`src/design/fs_freq_synth_cfg.svh`:
```
/*
 * Register offsets, field positions, widths and reset values of
 * the frequency synthesiser. Assumes a 32-bit APB with byte addresses.
 */
`ifndef FS_FREQ_SYNTH_CFG_SVH
`define FS_FREQ_SYNTH_CFG_SVH

`define FS_ADDR_W        12
`define FS_OFS_CTRL      12'h000
`define FS_OFS_CLKCFG    12'h004
`define FS_OFS_ACCL      12'h008
`define FS_OFS_ACCH      12'h00C
`define FS_OFS_ACCU      12'h010
`define FS_OFS_INCL      12'h014
`define FS_OFS_INCH      12'h018
`define FS_OFS_INCU      12'h01C
`define FS_OFS_STATUS    12'h020
`define FS_OFS_ROUTE     12'h024

`define FS_CTRL_EN       7
`define FS_CTRL_OUT      5
`define FS_CTRL_POL      4
`define FS_CTRL_PULSE    0
`define FS_CLK_PWS_HI    7
`define FS_CLK_PWS_LO    5
`define FS_CLK_CKS_HI    1
`define FS_CLK_CKS_LO    0
`define FS_STAT_FLAG     0
`define FS_ROUTE_PIN     0

`define FS_ACC_W         20
`define FS_PCNT_W        8
`define FS_RESET_VAL     1'b0
`define FS_PEND_LOAD     2'h2

`endif

```
`src/design/fs_pkg.sv`:
```
/*
 * Types of the frequency synthesiser: clock source codes and the
 * packed state record. Assumes fs_freq_synth_cfg.svh is compiled first.
 */
`include "fs_freq_synth_cfg.svh"

package fs_pkg;

   // Source codes in fixed order; the last code is reserved.
   typedef enum logic [1:0] {
      FS_SRC_FAST_OSC,
      FS_SRC_SYS_OSC,
      FS_SRC_LOGIC_CELL,
      FS_SRC_RESERVED
   } fs_src_t;

   // Every flip-flop of the block lives in this record.
   typedef struct packed {
      logic                    blockEnable;
      logic                    outputPolarity;
      logic                    pulseModeSelect;
      logic [2:0]              pulseWidthSelect;
      fs_src_t                 clockSourceSelect;
      logic                    pinRoute;
      logic [`FS_ACC_W-1:0]    incShadow;
      logic [`FS_ACC_W-1:0]    incBuf;
      logic [`FS_ACC_W-1:0]    acc;
      logic [1:0]              loadPend;
      logic                    srcPrev;
      logic                    toggleState;
      logic                    pulseArmed;
      logic [`FS_PCNT_W-1:0]   pulseCnt;
      logic                    outputLevel;
      logic                    overflowFlag;
      logic                    carryPulse;
      logic [7:0]              rdata;
      logic                    slverr;
   } fs_state_t;

endpackage : fs_pkg

```
`src/design/fs_freq_synth.sv`:
```
/*
 * Numerically controlled oscillator with an APB register slave. A
 * 20-bit accumulator adds a double-buffered increment on each rising
 * edge of a selected source clock; the carry drives a toggle or pulse
 * output with polarity control and sets a sticky overflow flag.
 * Assumes source clocks arrive synchronous to sys_clk and each is high
 * or low for at least one sys_clk cycle, so edges are seen by sampling.
 */
`timescale 1ns/1ps
`include "fs_freq_synth_cfg.svh"

//
// Overview of operation
// Keep 20-bit accumulator, add increment per cycle.
// Accumulator carry is the raw overflow pulse.
// Every overflow also raises the interrupt event.
// Select field picks one of three clock sources.
// Accumulator readable, writable as three byte registers.
// Adder steps on selected source rising edge.
// Increment held in low, high, upper registers.
// Software writes upper, high, then low.
// Low write loads buffers on second edge.
// Increment registers readable, writable, double-buffered.
// Disabled: buffers load right after any write.
// Increment buffers hidden from software.
// Toggle mode inverts output on each overflow.
// Pulse-mode bit clear selects toggle mode.
// Pulse mode: active some periods, then inactive.
// Pulse goes active on edge after overflow.
// Polarity bit sets active and inactive levels.
// Pulse-mode bit set selects pulse mode.
// Three-bit field selects pulse width.
// Width beyond overflow interval: output stops toggling.
// Output feeds peripherals, optionally a pin.
// Reset clears every register to zero.
// Enable bit one runs, zero stops oscillator.
// Polarity change while enabled raises interrupt. The code sets only overflowFlag; overflowInterrupt does not pulse.
// Software clears overflow flag; hardware never does.
// Width code n gives 2**n periods.
// Source codes fixed order, last code reserved.
module fs_freq_synth (
   input  wire logic        sys_clk,
   input  wire logic        rst_n,
   input  wire logic        clkEn,
   input  wire logic        fastInternalOscillator,
   input  wire logic        sysOscClock,
   input  wire logic        logicCellOneOutput,
   input  wire logic        psel,
   input  wire logic        penable,
   input  wire logic        pwrite,
   input  wire logic [11:0] paddr,
   input  wire logic [31:0] pwdata,
   output logic      [31:0] prdata,
   output logic             pready,
   output logic             pslverr,
   output logic             synthOut,
   output logic             synthPinOut,
   output logic             synthPinOutEn,
   output logic             overflowInterrupt,
   output logic             overflowFlag
);

   fs_pkg::fs_state_t q;
   fs_pkg::fs_state_t d;

   logic                    wrAcc;
   logic                    setup;
   logic                    srcNow;
   logic                    srcRise;
   logic                    stepEn;
   logic [`FS_ACC_W:0]      sum;
   logic                    carry;
   logic                    rawOut;
   logic                    polChange;
   logic [`FS_PCNT_W-1:0]   widthCnt;

   // Decodes an offset to a known register; used for reads and writes.
   function automatic logic fs_mapped(input logic [11:0] a);
      begin
         fs_mapped = (a == `FS_OFS_CTRL)   || (a == `FS_OFS_CLKCFG) ||
                     (a == `FS_OFS_ACCL)   || (a == `FS_OFS_ACCH)   ||
                     (a == `FS_OFS_ACCU)   || (a == `FS_OFS_INCL)   ||
                     (a == `FS_OFS_INCH)   || (a == `FS_OFS_INCU)   ||
                     (a == `FS_OFS_STATUS) || (a == `FS_OFS_ROUTE);
      end
   endfunction : fs_mapped

   // Read view of one byte register; hidden buffers never appear.
   function automatic logic [7:0] fs_read(input logic [11:0] a,
                                          input fs_pkg::fs_state_t s);
      begin
         fs_read = 8'h00;
         case (a)
            `FS_OFS_CTRL: begin
               fs_read[`FS_CTRL_EN]    = s.blockEnable;
               fs_read[`FS_CTRL_OUT]   = s.outputLevel;
               fs_read[`FS_CTRL_POL]   = s.outputPolarity;
               fs_read[`FS_CTRL_PULSE] = s.pulseModeSelect;
            end
            `FS_OFS_CLKCFG: begin
               fs_read[`FS_CLK_PWS_HI:`FS_CLK_PWS_LO] = s.pulseWidthSelect;
               fs_read[`FS_CLK_CKS_HI:`FS_CLK_CKS_LO] = s.clockSourceSelect;
            end
            `FS_OFS_ACCL:   fs_read = s.acc[7:0];
            `FS_OFS_ACCH:   fs_read = s.acc[15:8];
            `FS_OFS_ACCU:   fs_read = {4'h0, s.acc[19:16]};
            `FS_OFS_INCL:   fs_read = s.incShadow[7:0];
            `FS_OFS_INCH:   fs_read = s.incShadow[15:8];
            `FS_OFS_INCU:   fs_read = {4'h0, s.incShadow[19:16]};
            `FS_OFS_STATUS: fs_read[`FS_STAT_FLAG] = s.overflowFlag;
            `FS_OFS_ROUTE:  fs_read[`FS_ROUTE_PIN] = s.pinRoute;
            default:        fs_read = 8'h00;
         endcase
      end
   endfunction : fs_read

   // Bus phases. A write lands only in the access cycle, and not while
   // the clock enable is low, so a frozen block never loses a write.
   assign setup  = psel & ~penable;
   assign wrAcc  = psel & penable & pwrite & clkEn;
   assign pready = psel & penable & clkEn;

   // Source mux; the reserved code yields a still clock.
   always_comb begin
      case (q.clockSourceSelect)
         fs_pkg::FS_SRC_FAST_OSC:   srcNow = fastInternalOscillator;
         fs_pkg::FS_SRC_SYS_OSC:    srcNow = sysOscClock;
         fs_pkg::FS_SRC_LOGIC_CELL: srcNow = logicCellOneOutput;
         default:                   srcNow = 1'b0;
      endcase
   end

   // Rising edge of the selected source, gated by the block enable.
   assign srcRise = srcNow & ~q.srcPrev;
   assign stepEn  = srcRise & q.blockEnable;

   // Full adder over the buffered increment; bit 20 is the carry.
   assign sum   = {1'b0, q.acc} + {1'b0, q.incBuf};
   assign carry = stepEn & sum[`FS_ACC_W];

   // Width of the active pulse in source periods: 2**n.
   assign widthCnt = `FS_PCNT_W'(1) << q.pulseWidthSelect;

   // A polarity write that flips the bit flips the output too.
   assign polChange = wrAcc && (paddr == `FS_OFS_CTRL) &&
                      (pwdata[`FS_CTRL_POL] != q.outputPolarity);

   // Next-state logic for the whole block.
   always_comb begin
      d = q;
      d.srcPrev    = srcNow;
      d.carryPulse = carry;

      // Accumulator step on each enabled source edge.
      if (stepEn) begin
         d.acc = sum[`FS_ACC_W-1:0];
      end

      // Pending load counts source edges after a low-byte write.
      if (stepEn && (q.loadPend != 2'h0)) begin
         d.loadPend = q.loadPend - 2'h1;
         if (q.loadPend == 2'h1) begin
            d.incBuf = q.incShadow;
         end
      end

      // Toggle flip-flop advances on every overflow.
      if (carry) begin
         d.toggleState = ~q.toggleState;
      end

      // Pulse stretcher: an overflow arms, the next edge starts the
      // count, and a further overflow rearms so the pulse retriggers.
      // With a width longer than the overflow interval the count never
      // runs out and the output holds active.
      if (stepEn) begin
         if (q.pulseArmed) begin
            d.pulseCnt = widthCnt;
         end else if (q.pulseCnt != `FS_PCNT_W'(0)) begin
            d.pulseCnt = q.pulseCnt - `FS_PCNT_W'(1);
         end
         d.pulseArmed = carry;
      end

      // Sticky flag: set by hardware, cleared only by software.
      if (wrAcc && (paddr == `FS_OFS_STATUS) &&
          pwdata[`FS_STAT_FLAG]) begin
         d.overflowFlag = 1'b0;
      end

      // Register writes. Software wins over a same-cycle accumulator
      // step for the byte it writes.
      if (wrAcc) begin
         case (paddr)
            `FS_OFS_CTRL: begin
               d.blockEnable     = pwdata[`FS_CTRL_EN];
               d.outputPolarity  = pwdata[`FS_CTRL_POL];
               d.pulseModeSelect = pwdata[`FS_CTRL_PULSE];
            end
            `FS_OFS_CLKCFG: begin
               d.pulseWidthSelect =
                  pwdata[`FS_CLK_PWS_HI:`FS_CLK_PWS_LO];
               d.clockSourceSelect = fs_pkg::fs_src_t'(
                  pwdata[`FS_CLK_CKS_HI:`FS_CLK_CKS_LO]);
            end
            `FS_OFS_ACCL:  d.acc[7:0]   = pwdata[7:0];
            `FS_OFS_ACCH:  d.acc[15:8]  = pwdata[7:0];
            `FS_OFS_ACCU:  d.acc[19:16] = pwdata[3:0];
            `FS_OFS_INCL: begin
               d.incShadow[7:0] = pwdata[7:0];
               d.loadPend       = `FS_PEND_LOAD;
            end
            `FS_OFS_INCH:  d.incShadow[15:8]  = pwdata[7:0];
            `FS_OFS_INCU:  d.incShadow[19:16] = pwdata[3:0];
            `FS_OFS_ROUTE: d.pinRoute = pwdata[`FS_ROUTE_PIN];
            default: begin
            end
         endcase
      end

      // A disabled block takes the new increment at once and drops
      // any pending timed load, since no source edges are counted.
      if (!d.blockEnable) begin
         d.incBuf   = d.incShadow;
         d.loadPend = 2'h0;
      end

      // Overflow and polarity flips while enabled set the flag; set beats clear.
      if (carry || (polChange && q.blockEnable)) begin
         d.overflowFlag = 1'b1;
      end

      // Mode mux and polarity: a set polarity bit inverts the output.
      rawOut = d.pulseModeSelect ? (d.pulseCnt != `FS_PCNT_W'(0))
                                 : d.toggleState;
      d.outputLevel = rawOut ^ d.outputPolarity;

      // Read data is taken in the setup cycle so it can leave a flop.
      if (setup) begin
         d.rdata  = fs_read(paddr, q);
         d.slverr = ~fs_mapped(paddr);
      end
   end

   // State register: synchronous clear, frozen while clkEn is low.
   always_ff @(posedge sys_clk) begin
      if (!rst_n) begin
         q <= '0;
      end else if (clkEn) begin
         q <= d;
      end
   end

   // Outputs come from the state record; pslverr is also gated by psel and penable.
   assign prdata            = {24'h000000, q.rdata};
   assign pslverr           = q.slverr & psel & penable;
   assign synthOut          = q.outputLevel;
   assign synthPinOut       = q.outputLevel & q.pinRoute;
   assign synthPinOutEn     = q.pinRoute;
   assign overflowInterrupt = q.carryPulse;
   assign overflowFlag      = q.overflowFlag;

endmodule : fs_freq_synth

```
`config.mk`:
```
export PLATFORM = sky130hd
export DESIGN_NAME = fs_freq_synth
export DESIGN_NICKNAME = d
export VERILOG_FILES = /design/src/design/fs_pkg.sv /design/src/design/fs_freq_synth.sv
export VERILOG_INCLUDE_DIRS = /design/src /design/src/design
export SDC_FILE = /design/constraint.sdc
export NUM_CORES = 1
export LEC_CHECK = 0
export ABC_AREA = 1
export ABC_CLOCK_PERIOD_IN_PS = 2400
export BUFFER_PORTS_ARGS = -buffer_cell sky130_fd_sc_hd__buf_4
export CAP_MARGIN = 30
export CORE_MARGIN = 3
export CORE_UTILIZATION = 50
export DETAILED_ROUTE_END_ITERATION = 16
export PLACE_DENSITY = 0.68
export SLEW_MARGIN = 20
export SYNTH_ARGS = -nofsm -noshare
export SYNTH_HDL_FRONTEND = slang
export SYNTH_SLANG_ARGS = --single-unit
```
`constraint.sdc`:
```
create_clock -name sys_clk -period 2.4 [get_ports sys_clk]
set_input_delay 0.12 -clock sys_clk [delete_from_list [all_inputs] [get_ports sys_clk]]
set_output_delay 0.12 -clock sys_clk [all_outputs]
set_load 0.005 [all_outputs]
```
# Word-level counts from Yosys, hierarchy flattened
# Index checks and enable logic that the tools add are counted.
[classes]
n_shift = 1
n_mul = 0
div = 0
add_sub_neg = 3
n_bitwise = 16
reduce_logical = 28
order_cmp = 0
n_eq_ne = 15
muxes = 33
[ops]
columns = ["op", "count"]
rows = [
  ["$mux W20", 4],
  ["$mux W8", 7],
  ["$eq A12 B5 Y1 const B", 4],
  ["$mux W29", 1],
  ["$eq A12 B4 Y1 const B", 2],
  ["$eq A12 B6 Y1 const B", 2],
  ["$mux W22", 1],
  ["$add A20 B20 Y21", 1],
  ["$reduce_bool A8 Y1", 2],
  ["$eq A12 B3 Y1 const B", 1],
  ["$logic_not A12 Y1", 1],
  ["$pmux W1 S6", 2],
  ["$pmux W2 S6", 1],
  ["$and A1 B1 Y1", 11],
  ["$logic_or A1 B1 Y1", 10],
  ["$pmux W1 S10", 1],
  ["$pmux W1 S5", 2],
  ["$reduce_and A3 Y1", 3],
  ["$mux W4", 2],
  ["$shl A1 B3 Y8 const A", 1],
  ["$sub A8 B1 Y8 const B", 1],
  ["$pmux W1 S7", 1],
  ["$logic_and A1 B1 Y1", 6],
  ["$mux W2", 3],
  ["other kinds (14)", 26],
]
[word_totals]
mem_bits_ro = 0
ramBits = 0
register_bits = 94
word_cells = 115
memories = 0
latch_bits = 0
out_inout_bits = 39

# Depth between registers and ports, before layout
[logic_depth]
depth_word = 11
ltp_mapped = 17
mapped_depth_nobuf = 17

# Worst setup path before layout
# No wires, ideal clock.
[synth_timing]
path_kind = "register to register"
start = "register q[25] (netlist bit)"
end = "register q[41] (netlist bit)"
path_buffers = 0
arrival_time_ns = 1.943
path_stages_with_launch = 16
period_less_slack_ns = 2.076
setup_time_ns = 0.132
setup_slack_ns = 0.324
path_cell_list = "dfxtp_1 ha_1 inv_1 fa_1 inv_1 nand3_1 a21oi_1 nor2_1 o21ai_0 nand3_1 nand2_1 nand2_1 nand3_1 nand2_1 nand2_1 a21oi_1"
[synth_between]
elab_chain_len = 4
[synth_rtl]
columns = ["element", "line", "source"]
rows = [
  ["start: declaration", "fs_freq_synth.sv:63", "fs_pkg::fs_state_t q;"],
  ["start signal: assignment", "fs_freq_synth.sv:248", "q <= '0;"],
  ["start signal: assignment", "fs_freq_synth.sv:250", "q <= d;"],
  ["$add A20 B20 Y21 (*)", "fs_freq_synth.sv:138", "assign sum = {1'b0, q.acc} + {1'b0, q.incBuf};"],
  ["$mux W20 (*)", "fs_freq_synth.sv:155", "if (stepEn) begin"],
  ["$mux W4", "fs_freq_synth.sv:194", "case (paddr)"],
  ["$mux W22 (*)", "fs_freq_synth.sv:193", "if (wrAcc) begin"],
]
# Every way passes the cells marked *; elsewhere a longest branch is shown, timed or not.
# A chain may end at the register's enable or synchronous reset.

# Worst setup path after layout
[layout_timing]
start = "register q[45] (netlist bit)"
end = "register q (netlist bit synthOut)"
[layout_between]
elab_chain_len = 5
[layout_rtl]
columns = ["element", "line", "source"]
rows = [
  ["$add A20 B20 Y21", "fs_freq_synth.sv:138", ""],
  ["$and A1 B1 Y1", "fs_freq_synth.sv:139", "assign carry = stepEn & sum[`FS_ACC_W];"],
  ["$mux W1", "fs_freq_synth.sv:168", "if (carry) begin"],
  ["$mux W1", "fs_freq_synth.sv:234", "rawOut = d.pulseModeSelect ? (d.pulseCnt != `FS_PCNT_W'(0))"],
  ["$xor A1 B1 Y1", "fs_freq_synth.sv:236", "d.outputLevel = rawOut ^ d.outputPolarity;"],
]
# No other way between the ends.

==> impl_results.md <==
- Outcome: completed
- Post-synthesis share of cell area spent on full adders, half adders and majority gates: 0.04946
- Via density per instance: 5.422
- Final-report hold violation count: 0
- Shortest period the worst path allows: 2.233 ns
- Detailed Route WL: 19,920 um
- ANT nets after route: 0
- Ratio of final minimum period to clock period: 0.9304
- Vias: 6,647
- WP depth: 15
- Sequence of cells on the critical path: ha_1 -> inv_1 -> fa_1 -> inv_1 -> nand3_1 -> nand2_1 -> buf_4 -> nand3_1 -> nand3_1 -> nand2_1 -> nand2_1 -> nand3_1 -> nand4_1 -> nand2_1 -> nor2_1
- Capturing element type of the critical path: flip-flop
- Number of warnings reported in the yosys synthesis log: 0
- Number of global-route vias before repair: 5,969
- Final Total Pwr: 3.389 mW
- Wire length of the first global-routing pass: 31,510 um
- Number of enable flip-flop cells after synthesis: 0
- End of the critical path: synthOut
- Iteration-0 DRC Markers: 611
- Simple-Gate Fraction of Synth Area: 0.2755
- Slew at the pin with the worst max-slew slack: 0.7110 ns
- Pins over their slew limit: 0
- Clock tree from TritonCTS: done
- Total I/O pin count: 92
- Fraction of the mapped netlist area in compound gates: 0.2251
- Total power divided by cell area: 473.5 nW/um^2
- Deepest level of the CTS H-tree: 3
- Largest family of logic cells by synthesized area: simple AND/OR/NAND/NOR gates
- Routability cong.: 0.9322
- Data required time of the critical path: 2.69 ns
- Area of the core: 12,310 um^2
- Critical register-to-register path endpoint: synthOut
- Placed wire-length estimate after detailed placement: 15,040 um
- Total GRT Usage: 0.2775
- N_diodes: 0
- Count of maximum capacitance violations: 0
- Sequential cell area fraction in the yosys report: 0.2906
- Setup crit start: q[45]
- Category of the worst setup path launch point: flip-flop
- Setup skew after layout: 0.008268 ns
- Switching power of the nets: 0.9201 mW
- Cell area after technology mapping: 6476 um^2
- Row cnt: 40
- Highest-count cells in the layout ignoring fill and taps: sky130_fd_sc_hd__nand2_1, sky130_fd_sc_hd__inv_1, sky130_fd_sc_hd__nor2_1
- Most used DFF post-synth: sky130_fd_sc_hd__dfxtp_1
- Multiplexer share of the synthesized area: 0
- Largest net degree at the start of global routing: 53
- Max-slew headroom at the worst pin: 0.5231
- Buf+Inv Stages, Crit Path: 3
- Cell family with the largest share of critical-path delay: simple AND/OR/NAND/NOR gates
- Source of the worst hold timing path: pwdata[5]
- Wirelength per Cell: 16.25 um
- Post-CTS Repair Setup Buffers: 0
- Filler instances: 1,272
- Xor and xnor area share after synthesis: 0.01623
- Hold-fix buffers at CTS: 0
- Number of buffer cells added on primary ports: 43
- GRT Residual Overflow: 0
- Share of power burned in registers: 0.480
- Core utilization of the finished layout: 0.5814
- Distinct cell type count after synthesis: 44
- Die Footprint: 14,350 um^2
- DIE HEIGHT: 119.8 um
- Worst stage delay on the critical path: 0.41 ns
- Antenna violations before repair: 0
- Switching power as a share of total power: 0.2715
- Mean area per synthesized cell: 6.349 um^2
- Worst setup path category: reg -> reg
- Crit-path slowest cell: sky130_fd_sc_hd__fa_1
- Maximum achievable frequency: 0.4479 GHz
- Data arrival at the endpoint of the critical path: 2.52 ns
- Fraction of final layout cells sized beyond drive strength 1: 0.09357
- Number of sinks driven by the clock tree: 94
- Peak supply drop: 0.4193 mV
- Final setup violation count: 0
- Longest Clk Path Bufs: 2
- Area Growth Syn to Fin: 10.53%
- Leading cell type in the layout, fill and taps excluded: sky130_fd_sc_hd__nand2_1
- Worst hold path type: in -> reg
- Gate count of the mapped netlist: 1,020
- Clk slew on worst S/H paths: 0.07 ns
- Logic depth of the worst register-to-register path: 15
- Top fanout value on the critical path: 3
- Net total in the final layout: 1,131
- Detailed-route DRC error count: 0
- P_int: 2.469 mW
- Static power due to leakage: 3.346 nW
- Horiz. Die Dim: 119.8 um
- Clock insertion delay at the later pin of the skew report: 0.35 ns
- Share of power burned in combinational logic: 0.111
- Clock network power share: 0.408
- R2r startpoint: q[45]
- Clock buffer count from CTS: 9
- Share of synthesized flip-flops with an asynchronous set or reset: 0
- Register-to-register path setup slack: 0.17 ns
- Starting density of the core: 0.5260
- CTS root buf: sky130_fd_sc_hd__clkbuf_16
- Synth Register Bits: 94
- First-pass iteration count of the detailed router: 6
## power groups by stage
stage / logic, mW / registers [mW] / clock network (mW)
finish: 0.377 / 1.63 / 1.38
global route: 0.417 / 1.63 / 1.47
CTS: 0.371 / 1.63 / 1.39
detailed placement: 0.369 / 1.66 / 0
global placement: 0.368 / 1.66 / 0
floorplan: 0.264 / 1.65 / 0
## registers in the layout, indices dropped and copies added, names as in the netlist
register           cells
overflowFlag           1
overflowInterrupt      1
synthPinOutEn          1
synthOut               1
prdata                 8
q                     82
## worst min-delay path by stage
stage               slack (ns)           endpoint  depth (start not counted)
floorplan                 0.26              q[47]                          2
global placement          0.46  overflowInterrupt                          2
detailed placement        0.46  overflowInterrupt                          2
CTS                       0.11              q[70]                          3
global route              0.12              q[71]                          3
finish                    0.12              q[70]                          3
## worst min-delay path, stage by stage
cell and delay (ns):
sky130_fd_sc_hd__buf_4 0.15, sky130_fd_sc_hd__nand2_1 0.09, sky130_fd_sc_hd__a21oi_1 0.06
## logic make-up after synthesis
| kind of cell | Yosys count |
|---|---|
| xor+xnor | 12 |
| flops | 94 |
| fa+ha+maj | 25 |
| other cells | 1 |
| simple gates | 425 |
| buf+inv | 205 |
| compound gates | 258 |
## cell type report
type | count | area (um^2) | share of cell area
Clock inverter | 4 | 30.03 | 0.004195
Sequential cell | 94 | 1882 | 0.2629
Timing Repair Buffer | 65 | 500.5 | 0.06992
Tap cell | 168 | 210.2 | 0.02937
Multi-Input combinational cell | 744 | 3765 | 0.5260
Inverter | 139 | 524.3 | 0.07324
Clock buffer | 12 | 246.5 | 0.03443
## metal layers
layer  up-vias  routed length, um  GRT usage
met2       270               8991     0.4400
met5         -                  0          0
met3        32               1653    0.05137
li1       3375                  -          -
met4         0                400    0.07874
met1      2970               8874     0.3867
## cells in the mapped netlist, types with 3 or more instances
| cell type | n | share of area |
|---|---|---|
| sky130_fd_sc_hd__o21ai_1 | 16 | 0.012 |
| sky130_fd_sc_hd__inv_1 | 133 | 0.077 |
| sky130_fd_sc_hd__a211oi_1 | 10 | 0.012 |
| sky130_fd_sc_hd__a21oi_1 | 81 | 0.063 |
| sky130_fd_sc_hd__ha_1 | 24 | 0.046 |
| sky130_fd_sc_hd__dfxtp_1 | 94 | 0.29 |
| sky130_fd_sc_hd__nor2_1 | 100 | 0.058 |
| sky130_fd_sc_hd__inv_2 | 4 | 0.0023 |
| sky130_fd_sc_hd__o211ai_1 | 13 | 0.015 |
| sky130_fd_sc_hd__a221oi_1 | 6 | 0.0081 |
| sky130_fd_sc_hd__clkbuf_1 | 19 | 0.011 |
| sky130_fd_sc_hd__o22ai_1 | 12 | 0.012 |
| sky130_fd_sc_hd__o21ai_0 | 90 | 0.070 |
| sky130_fd_sc_hd__xor2_1 | 8 | 0.011 |
| sky130_fd_sc_hd__nand3_1 | 63 | 0.049 |
| sky130_fd_sc_hd__nand2_2 | 3 | 0.0029 |
| sky130_fd_sc_hd__o221ai_1 | 3 | 0.0041 |
| sky130_fd_sc_hd__nor2_4 | 4 | 0.0070 |
| sky130_fd_sc_hd__o21bai_1 | 6 | 0.0070 |
| sky130_fd_sc_hd__nor3_1 | 8 | 0.0062 |
| sky130_fd_sc_hd__buf_2 | 10 | 0.0077 |
| sky130_fd_sc_hd__a31oi_1 | 15 | 0.014 |
| sky130_fd_sc_hd__buf_4 | 33 | 0.038 |
| sky130_fd_sc_hd__nand2_1 | 229 | 0.13 |
| sky130_fd_sc_hd__xnor2_1 | 4 | 0.0054 |
| sky130_fd_sc_hd__nand4_1 | 8 | 0.0077 |
## repair_timing
action	CTS	global route
gates resized for setup	0	6
endpoints found under the setup margin	0	7
endpoints found under the hold margin	0	0
## per-stage QoR
stage               worst slack, ns  instances  hold WS (ns)  instance area [um^2]   TNS [ns]
global route              -0.002347       1226        0.1234                  7158  -0.002347
floorplan                    0.3243       1043        0.2583                  6563          0
finish                       0.1671       1226        0.1249                  7158          0
CTS                          0.1132       1226        0.1050                  7151          0
global placement             0.1372       1210        0.4596                  6874          0
detailed placement           0.1366       1210        0.4597                  6874          0
Note: power is estimated with default switching activity, not from simulation.
